**src/pbc_map.svh**
```systemverilog
`ifndef PBC_MAP_SVH
`define PBC_MAP_SVH

// ------------------------------------------------------------
// register offsets
// ------------------------------------------------------------
`define PBC_REG_CTRL      5'h00
`define PBC_REG_STAT      5'h01

// ------------------------------------------------------------
// control field positions
// ------------------------------------------------------------
`define PBC_CTRL_SPEED    13
`define PBC_CTRL_AN_EN    12
`define PBC_CTRL_RESTART  9
`define PBC_CTRL_DUPLEX   8
`define PBC_CTRL_COLTEST  7

// ------------------------------------------------------------
// status field positions
// ------------------------------------------------------------
`define PBC_STAT_T4       15
`define PBC_STAT_ADV_HI   14
`define PBC_STAT_ADV_LO   11
`define PBC_STAT_PRE_SUP  6
`define PBC_STAT_AN_DONE  5
`define PBC_STAT_RFAULT   4
`define PBC_STAT_AN_ABL   3
`define PBC_STAT_LINK     2
`define PBC_STAT_JABBER   1
`define PBC_STAT_EXT      0

// ------------------------------------------------------------
// reset values
// ------------------------------------------------------------
`define PBC_COLTEST_RST   1'h0
`define PBC_RESTART_RST   1'h0

// ------------------------------------------------------------
// management frame
// ------------------------------------------------------------
`define PBC_PRE_LEN       6'h20
`define PBC_OP_RD         2'h2
`define PBC_OP_WR         2'h1
`define PBC_HDR_LAST      5'h0c
`define PBC_TA_LAST       5'h01
`define PBC_DATA_LAST     5'h0f
`define PBC_SKIP_LAST     5'h11

// ------------------------------------------------------------
// timing
// ------------------------------------------------------------
`define PBC_CLK_NS        100
`define PBC_BIT_NS        100
`define PBC_COL_ON_NS     (10 * `PBC_BIT_NS)
`define PBC_COL_OFF_NS    (4 * `PBC_BIT_NS)
`define PBC_COL_ON_CYC    (`PBC_COL_ON_NS / `PBC_CLK_NS)
`define PBC_COL_OFF_CYC   (`PBC_COL_OFF_NS / `PBC_CLK_NS)
`define PBC_JABBER_MS     105
`define PBC_JABBER_CYC    (`PBC_JABBER_MS * 1000000 / `PBC_CLK_NS)

`endif

```
**src/pbc_pkg.sv**
```systemverilog
package pbc_pkg;

    typedef enum logic [2:0] {
        st_pre,
        st_hdr,
        st_ta,
        st_data,
        st_skip
    } pbc_state_t;

    // negotiation results from the auto-negotiation engine
    typedef struct packed {
        logic started;
        logic complete;
        logic lp_remote_fault;
        logic duplex_full;
        logic speed_100;
    } pbc_an_t;

    // levels from neighbouring phy logic, same clock
    typedef struct packed {
        logic link_ok;
        logic far_end_fault;
        logic col_in;
        logic preamble_en;
        logic jabber_irq_mask;
        logic isr_read;
    } pbc_phy_t;

endpackage

```
**src/pbc_ctrl_status.sv**
```systemverilog
// Behaviour
// - writing one to bit 9 restarts negotiation; self-clears once begun
// - without negotiation, bit 8 picks full (1) or half (0) duplex
// - with negotiation enabled, duplex comes from negotiation, bit 8 ignored
// - collision test: col follows tx_en rise within 10 bit times
// - collision test: col drops within 4 bit times of tx_en fall
// - status bit 15 always reads zero
// - status bits 14..11 mirror the advertised technology abilities
// - status bit 5 shows negotiation complete
// - bit 4: partner remote fault with negotiation, else far-end fault
// - status bit 3 always reads one
// - link bit latches low on failure until status is read
// - 10 Mb/s transmission over 105 ms is cut and sets jabber bit
// - jabber event with mask bit set raises management interrupt
// - jabber bit holds until status read, interrupt status read, reset
// - no jabber detection at 100 Mb/s
// - bit 12 enables negotiation; then link setup comes from it alone
`timescale 1ns/10ps
`default_nettype none
`include "pbc_map.svh"

module pbc_ctrl_status #(
    parameter int JABBER_CYC = `PBC_JABBER_CYC
) (
    input  wire logic             clock,
    input  wire logic             reset,
    input  wire logic             mdc,
    input  wire logic             mdio_i,
    output logic                  mdio_o,
    output logic                  mdio_oe,
    input  wire logic [4:0]       phy_addr,
    input  wire logic             an_strap,
    input  wire logic             tx_en,
    input  wire logic [3:0]       adv_ability,
    input  wire pbc_pkg::pbc_an_t an,
    input  wire pbc_pkg::pbc_phy_t phy,
    output logic                  col,
    output logic                  an_restart,
    output logic                  an_enable,
    output logic                  duplex_full,
    output logic                  speed_100,
    output logic                  jabber_cut,
    output logic                  jabber_irq
);
    import pbc_pkg::*;

    localparam int COL_ON_CYC  = `PBC_COL_ON_CYC;
    localparam int COL_OFF_CYC = `PBC_COL_OFF_CYC;
    localparam int JW          = $clog2(JABBER_CYC + 1);

    // ------------------------------------------------------------
    // pin synchronisers
    // ------------------------------------------------------------
    logic [2:0] s_lvl;
    logic [2:0] s_rise;
    logic [2:0] s_fall;
    logic       mdc_rise;
    logic       mdio_bit;
    logic       tx_lvl;

    pbc_sync3 #(.W(3)) u_sync (
        .clock (clock),
        .reset (reset),
        .din   ({tx_en, mdio_i, mdc}),
        .lvl   (s_lvl),
        .rise  (s_rise),
        .fall  (s_fall)
    );

    assign mdc_rise = s_rise[0];
    assign mdio_bit = s_lvl[1];
    assign tx_lvl   = s_lvl[2];

    // ------------------------------------------------------------
    // management frame decode
    // ------------------------------------------------------------
    pbc_state_t  st_r;
    logic [4:0]  cnt_r;
    logic [5:0]  pre_r;
    logic [15:0] sh_r;
    logic        rd_r;
    logic [4:0]  reg_r;
    logic [12:0] hdr_w;
    logic [15:0] wd_w;
    logic        hdr_hit;
    logic        hdr_last;
    logic        stat_rd;
    logic        wr_ev;

    function automatic logic ours(input logic [4:0] a);
        ours = (a == `PBC_REG_CTRL) || (a == `PBC_REG_STAT);
    endfunction

    always_comb begin
        hdr_w    = {sh_r[11:0], mdio_bit};
        wd_w     = {sh_r[14:0], mdio_bit};
        hdr_last = mdc_rise && (st_r == st_hdr) && (cnt_r == `PBC_HDR_LAST);
        hdr_hit  = hdr_w[12] && (hdr_w[9:5] == phy_addr)
                   && ((hdr_w[11:10] == `PBC_OP_WR)
                       || ((hdr_w[11:10] == `PBC_OP_RD) && ours(hdr_w[4:0])));
        stat_rd  = hdr_last && hdr_hit && (hdr_w[11:10] == `PBC_OP_RD)
                   && (hdr_w[4:0] == `PBC_REG_STAT);
        wr_ev    = mdc_rise && (st_r == st_data) && !rd_r
                   && (cnt_r == `PBC_DATA_LAST) && (reg_r == `PBC_REG_CTRL);
    end

    always_ff @(posedge clock) begin
        if (reset) begin
            st_r  <= st_pre;
            cnt_r <= '0;
            pre_r <= '0;
            sh_r  <= '0;
            rd_r  <= 1'b0;
            reg_r <= '0;
        end else if (mdc_rise) begin
            case (st_r)
                st_pre: begin
                    cnt_r <= '0;
                    sh_r  <= '0;
                    if (mdio_bit) begin
                        if (pre_r != `PBC_PRE_LEN)
                            pre_r <= pre_r + 6'h01;
                    end else begin
                        pre_r <= '0;
                        if (pre_r == `PBC_PRE_LEN || phy.preamble_en)
                            st_r <= st_hdr;
                    end
                end
                st_hdr: begin
                    sh_r <= wd_w;
                    if (cnt_r == `PBC_HDR_LAST) begin
                        cnt_r <= '0;
                        rd_r  <= (hdr_w[11:10] == `PBC_OP_RD);
                        reg_r <= hdr_w[4:0];
                        st_r  <= hdr_hit ? st_ta : st_skip;
                    end else begin
                        cnt_r <= cnt_r + 5'h01;
                    end
                end
                st_ta: begin
                    if (cnt_r == `PBC_TA_LAST) begin
                        cnt_r <= '0;
                        st_r  <= st_data;
                    end else begin
                        cnt_r <= cnt_r + 5'h01;
                    end
                end
                st_data: begin
                    sh_r <= wd_w;
                    if (cnt_r == `PBC_DATA_LAST) begin
                        st_r <= st_pre;
                    end else begin
                        cnt_r <= cnt_r + 5'h01;
                    end
                end
                st_skip: begin
                    // a frame for someone else is walked past whole, so its
                    // data bits cannot pose as a new start
                    if (cnt_r == `PBC_SKIP_LAST) begin
                        st_r <= st_pre;
                    end else begin
                        cnt_r <= cnt_r + 5'h01;
                    end
                end
                default: begin
                    st_r <= st_pre;
                end
            endcase
        end
    end

    // ------------------------------------------------------------
    // control register
    // ------------------------------------------------------------
    logic an_en_r;
    logic speed_r;
    logic duplex_r;
    logic coltest_r;
    logic restart_r;
    logic [15:0] ctrl_w;

    always_ff @(posedge clock) begin
        if (reset) begin
            // straps are sampled by the synchronous reset itself
            an_en_r   <= an_strap;
            speed_r   <= an_strap;
            duplex_r  <= ~an_strap;
            coltest_r <= `PBC_COLTEST_RST;
        end else if (wr_ev) begin
            an_en_r   <= wd_w[`PBC_CTRL_AN_EN];
            speed_r   <= wd_w[`PBC_CTRL_SPEED];
            duplex_r  <= wd_w[`PBC_CTRL_DUPLEX];
            coltest_r <= wd_w[`PBC_CTRL_COLTEST];
        end
    end

    always_ff @(posedge clock) begin
        if (reset) begin
            restart_r <= `PBC_RESTART_RST;
        // act-once restart, write of one wins
        end else if (wr_ev && wd_w[`PBC_CTRL_RESTART]) begin
            restart_r <= 1'b1;
        end else if (an.started) begin
            restart_r <= 1'b0;
        end
    end

    // unheld and reserved bits read zero
    always_comb begin
        ctrl_w                     = '0;
        ctrl_w[`PBC_CTRL_SPEED]    = speed_r;
        ctrl_w[`PBC_CTRL_AN_EN]    = an_en_r;
        ctrl_w[`PBC_CTRL_RESTART]  = restart_r;
        ctrl_w[`PBC_CTRL_DUPLEX]   = duplex_r;
        ctrl_w[`PBC_CTRL_COLTEST]  = coltest_r;
    end

    // ------------------------------------------------------------
    // link configuration and collision
    // ------------------------------------------------------------
    always_ff @(posedge clock) begin
        if (reset) begin
            duplex_full <= 1'b0;
            speed_100   <= 1'b0;
        end else begin
            duplex_full <= an_en_r ? an.duplex_full : duplex_r;
            speed_100   <= an_en_r ? an.speed_100 : speed_r;
        end
    end

    // only 10 Mb/s bit times can be met; three sync stages are 300 ns
    always_ff @(posedge clock) begin
        if (reset) begin
            col <= 1'b0;
        end else begin
            col <= coltest_r ? tx_lvl : phy.col_in;
        end
    end

    // ------------------------------------------------------------
    // jabber and link latches
    // ------------------------------------------------------------
    logic [JW-1:0] jab_cnt_r;
    logic          jab_evt;
    logic          jab_r;
    logic          link_lat_r;

    assign jab_evt = tx_lvl && !speed_100 && !jabber_cut
                     && (jab_cnt_r == JW'(JABBER_CYC));

    always_ff @(posedge clock) begin
        if (reset) begin
            jab_cnt_r  <= '0;
            jabber_cut <= 1'b0;
        end else if (!tx_lvl || speed_100) begin
            jab_cnt_r  <= '0;
            jabber_cut <= 1'b0;
        end else if (jab_cnt_r != JW'(JABBER_CYC)) begin
            jab_cnt_r  <= jab_cnt_r + 1'b1;
        end else begin
            jabber_cut <= 1'b1;
        end
    end

    always_ff @(posedge clock) begin
        if (reset) begin
            jab_r      <= 1'b0;
            jabber_irq <= 1'b0;
        end else begin
            // sticky, a new event beats the clearing read
            if (jab_evt)
                jab_r <= 1'b1;
            else if (stat_rd || phy.isr_read)
                jab_r <= 1'b0;
            jabber_irq <= jab_evt && phy.jabber_irq_mask;
        end
    end

    always_ff @(posedge clock) begin
        if (reset) begin
            link_lat_r <= 1'b0;
        end else if (stat_rd || !phy.link_ok) begin
            link_lat_r <= phy.link_ok;
        end
    end

    // ------------------------------------------------------------
    // status word and read shifter
    // ------------------------------------------------------------
    logic [15:0] stat_w;
    logic [15:0] out_sh_r;

    always_comb begin
        stat_w = '0;
        stat_w[`PBC_STAT_T4] = 1'b0;
        stat_w[`PBC_STAT_ADV_HI:`PBC_STAT_ADV_LO] = adv_ability;
        stat_w[`PBC_STAT_PRE_SUP] = phy.preamble_en;
        stat_w[`PBC_STAT_AN_DONE] = an.complete;
        stat_w[`PBC_STAT_RFAULT] = an_en_r ? an.lp_remote_fault
                                           : phy.far_end_fault;
        stat_w[`PBC_STAT_AN_ABL] = 1'b1;
        stat_w[`PBC_STAT_LINK]   = link_lat_r;
        stat_w[`PBC_STAT_JABBER] = jab_r;
        stat_w[`PBC_STAT_EXT]    = 1'b1;
    end

    always_ff @(posedge clock) begin
        if (reset) begin
            out_sh_r <= '0;
            mdio_o   <= 1'b0;
            mdio_oe  <= 1'b0;
        end else if (mdc_rise) begin
            // snapshot taken at the read that clears latches
            if (hdr_last && hdr_hit && hdr_w[11:10] == `PBC_OP_RD) begin
                out_sh_r <= (hdr_w[4:0] == `PBC_REG_STAT) ? stat_w : ctrl_w;
            end else if (st_r == st_ta && rd_r) begin
                mdio_oe <= 1'b1;
                if (cnt_r == `PBC_TA_LAST) begin
                    mdio_o   <= out_sh_r[15];
                    out_sh_r <= {out_sh_r[14:0], 1'b0};
                end else begin
                    mdio_o   <= 1'b0;
                end
            end else if (st_r == st_data && rd_r) begin
                if (cnt_r == `PBC_DATA_LAST) begin
                    mdio_o  <= 1'b0;
                    mdio_oe <= 1'b0;
                end else begin
                    mdio_o   <= out_sh_r[15];
                    out_sh_r <= {out_sh_r[14:0], 1'b0};
                end
            end
        end
    end

    assign an_restart = restart_r;
    assign an_enable  = an_en_r;
endmodule

`default_nettype wire

```
**src/pbc_sync3.sv**
```systemverilog
`timescale 1ns/10ps
`default_nettype none

module pbc_sync3 #(
    parameter int W = 3
) (
    input  wire logic         clock,
    input  wire logic         reset,
    input  wire logic [W-1:0] din,
    output logic [W-1:0]      lvl,
    output logic [W-1:0]      rise,
    output logic [W-1:0]      fall
);
    logic [W-1:0] s1_r;
    logic [W-1:0] s2_r;
    logic [W-1:0] s3_r;
    logic [W-1:0] held_r;

    always_ff @(posedge clock) begin
        if (reset) begin
            s1_r   <= '0;
            s2_r   <= '0;
            s3_r   <= '0;
            held_r <= '0;
        end else begin
            s1_r   <= din;
            s2_r   <= s1_r;
            s3_r   <= s2_r;
            held_r <= lvl;
        end
    end

    // a change counts only once stages two and three agree
    always_comb begin
        lvl  = (~(s2_r ^ s3_r) & s3_r) | ((s2_r ^ s3_r) & held_r);
        rise = lvl & ~held_r;
        fall = ~lvl & held_r;
    end

endmodule

`default_nettype wire

```
**config.mk**
```make
export PLATFORM = sky130hd
export DESIGN_NAME = pbc_ctrl_status
export DESIGN_NICKNAME = d
export VERILOG_FILES = /design/src/pbc_pkg.sv /design/src/pbc_ctrl_status.sv /design/src/pbc_sync3.sv
export VERILOG_INCLUDE_DIRS = /design/src
export SDC_FILE = /design/constraint.sdc
export NUM_CORES = 1
export LEC_CHECK = 0
export BUFFER_PORTS_ARGS = -buffer_cell sky130_fd_sc_hd__buf_2
export CAP_MARGIN = 20
export CORE_MARGIN = 8
export CORE_UTILIZATION = 59
export CTS_CLUSTER_SIZE = 12
export DETAILED_ROUTE_END_ITERATION = 10
export GPL_ROUTABILITY_DRIVEN = 0
export PLACE_DENSITY = 0.83
export SLEW_MARGIN = 20
export SYNTH_ARGS = -nofsm -noshare
export SYNTH_HDL_FRONTEND = slang
export SYNTH_SLANG_ARGS = --single-unit
```
**constraint.sdc**
```tcl
create_clock -name clock -period 2.61 [get_ports clock]
set_input_delay 0.261 -clock clock [delete_from_list [all_inputs] [get_ports clock]]
set_output_delay 0.261 -clock clock [all_outputs]
set_load 0.005 [all_outputs]
```
==> reports/metrics.cfg <==
[logic_synthesis]
seq_area_frac_synth_pct=46.2
ys_ff_latch=96
synth_edf_count=3
synth_area_sq_um=4230
yosys.cell_types.count=59
netlist_instances=463
synth_compound_area_share_pct=13.1
synth_flop_cell=dfxtp_1
synth-xor-area-share_pct=6.22
yosys.area_share.simple_pct=24.3
synth_top_family_by_area=simple AND/OR/NAND/NOR gates
yosysWarnings=0
yosys.area_share.adder_pct=2.87
synthArstFlopShare_pct=0
syn-num-nets=497
synthMuxAreaShare_pct=3.37
syn_avg_cell_area_sq_um=9.13

[global_routing]
grt_pass1_vias=3268
grt_first_pass_wirelength_um=15100
met3_usage_pct=4.49
gr-total-overflow=0
use_met2_pct=29.7
grt_use_met1_pct=22.8
track_usage_pct=18.2
busiest_layer=met2
antenna_found_initial=0
grt_max_degree=48

[layout]
syn_to_final_growth_pct=11.0
nFillCells=580
fin_nets=526
postLayoutCoreUtil_pct=66.1
n_antenna_cell=0
stdcell_area_sq_um=4690
final_layout_size_suffix_gt1_share_pct=13.9

[clocking]
ctsHtreeMaxLevel=3
cts_sinks=96
postCtsSetupRepairBufs=0
cts_tree=done
clockBufferDepth=2
worstSkewPairLatency_ps=360
cts_buffers=9
cts-hold-fix-buffers=0
ctsResizeCount=0
clkTransAtPathRegs_ps=100
root_buffer=clkbuf_8

[pwr]
vdd_ir_drop_max_v=0.000311
p_total_mw=2.64
pwr_density_cell_nw_per_um2=562
p_leak_nw=1.70

[die]
die_width_um=101
core_sq_um=7100
die_h_um=101
placementRows=31
dieArea_sq_um=10100
initial_core_util_pct=59.5
ios=35

[critical_path]
cp_slowest_stage_delay_ps=500
cp-start-kind=flop
worstPathMaxFanout=6
cp_slowest_cell=or4b_1
end_kind=flop
path_class=reg2reg
worstPathRequired_ps=2890
cp.arrival_ps=2490
crit_chain=ha_1, or4b_4, a2bb2oi_2, o2111ai_2, or4b_1, a21oi_1

[drt]
ant_nets=0
drt-total-wl_um=8640
drc=0
via_per_inst=5.66
routedWlPerCell_um=14.5
num_vias=3376
firstDrtPassIters=6
drt_iter0_drc=177

[placed_design]
dpl_cell_area_sq_um=4470
portBuffers=34
dp_hpwl_um=6080

[sta]
setup_viol=0
relSlewSlack_pct=47.8
rsz0062_at_grt=false
drv_slew=0
clock_skew_ps=16.0
tightest_slew_ps=783
clock.fmax_mhz=452
period_needed_ps=2210
fin_crit_sh_pct=84.8
whs_ps=122
setup_tns_ps=0
final-hold-violation-count=0

[run]
max_cap_violations=0

[worst_hold_path]
hp-class=in2reg

[outcome]
status=finished clean

kinds of logic after synthesis:
family                     Yosys count
buffers and inverters               39
adders and majority gates           10
DFF                                 96
xor gates and xnor gates            30
and+or+nand+nor                    198
muxes                               14
AOI/OAI and AO/OA                   76
report_power, final:
group	switching, mW	leakage, nW	internal, mW
sequential	0.0130	0.782	1.48
combinational	0.0455	0.803	0.0375
clock	0.510	0.111	0.547
worst max-delay path: cells and delay by family, from the launching register on:
family                   cells  cell delay, ps
AO/OA/AOI/OAI                3             540
AND/OR/NAND/NOR              2             970
adder cells (fa/ha/maj)      1             200
flip-flops                   1             430
routing by layer:
| layer | routed length, um | up-vias |
|---|---|---|
| met4 | 162 | 0 |
| li1 | - | 1682 |
| met5 | 0 | - |
| met1 | 3900 | 1583 |
| met2 | 4150 | 91 |
| met3 | 425 | 20 |
state kept, by name (all words and copies together) (netlist names), 3 cells and up:
register and count:
u_sync.s1_r 3, jab_cnt_r 21, u_sync.held_r 3, pre_r 6, u_sync.s3_r 3, cnt_r 5, reg_r 5, st_r 3
out_sh_r 16, u_sync.s2_r 3, sh_r 13
layout make-up:
type	count	area, sq um	area share (%)
clock buffers	10	128	2.72
well taps	99	124	2.64
flip-flops and latches	96	1950	41.6
repair buffers	42	230	4.91
clock inverters	6	91.3	1.95
multi-input cells	328	2110	45.0
inverters	15	56.3	1.20
cell usage after synthesis, types with 4 or more instances:
| master | n | share of area [%] |
|---|---|---|
| a211oi_1 | 5 | 0.89 |
| dfxtp_1 | 93 | 44 |
| o21ai_0 | 8 | 0.95 |
| xor2_1 | 20 | 4.1 |
| mux2i_1 | 12 | 2.8 |
| nor2_1 | 56 | 5.0 |
| nand3_1 | 17 | 2.0 |
| buf_2 | 4 | 0.47 |
| nand2_1 | 46 | 4.1 |
| ha_1 | 8 | 2.4 |
| nor2b_1 | 14 | 2.1 |
| a21oi_1 | 24 | 2.8 |
| nand4_1 | 9 | 1.3 |
| and3_1 | 4 | 0.59 |
| a311oi_1 | 12 | 2.5 |
| xnor2_1 | 10 | 2.1 |
| nand2b_1 | 9 | 1.3 |
| a22o_1 | 11 | 2.3 |
| inv_1 | 15 | 1.3 |
| clkbuf_1 | 15 | 1.3 |
| nor3_1 | 8 | 0.95 |
| nor4_1 | 8 | 1.2 |
worst paths after layout:
kind	endpoint	cells after the start	slack [ps]	from
setup / recovery	st_r[0]	6	400	cnt_r[0]
hold reg to reg	u_sync.s2_r[1]	1	440	u_sync.s1_r[1]
hold / removal	u_sync.s1_r[0]	2	120	mdc
setup reg to reg	st_r[0]	6	400	cnt_r[0]
cell usage in the layout (no fill, tap or decap), drive strengths merged, types with 3 or more instances in the layout:
master   synthesis  layout
dfxtp           93      93
nor2            56      56
nand2           46      46
buf              8      42
a21oi           24      24
xor2            20      20
nand3           17      17
inv             15      17
nor2b           14      14
a311oi          13      13
mux2i           12      12
a22o            11      11
xnor2           10      10
nand4           10      10
clkbuf          16      10
nand2b           9       9
nor4             8       8
nor3             8       8
o21ai            8       8
ha               8       8
a211oi           5       5
and3             4       4
a2bb2oi          4       4
and4             3       3
a31oi            3       3
edfxtp           3       3
nor4b            3       3
through the flow:
step,worst slack (ps),std cells
final,398,596
after global routing,233,596
after CTS,412,596
after detailed placement,429,580
after global placement,519,580
after floorplan,602,463
No activity file was read; power rests on OpenSTA's default activity.
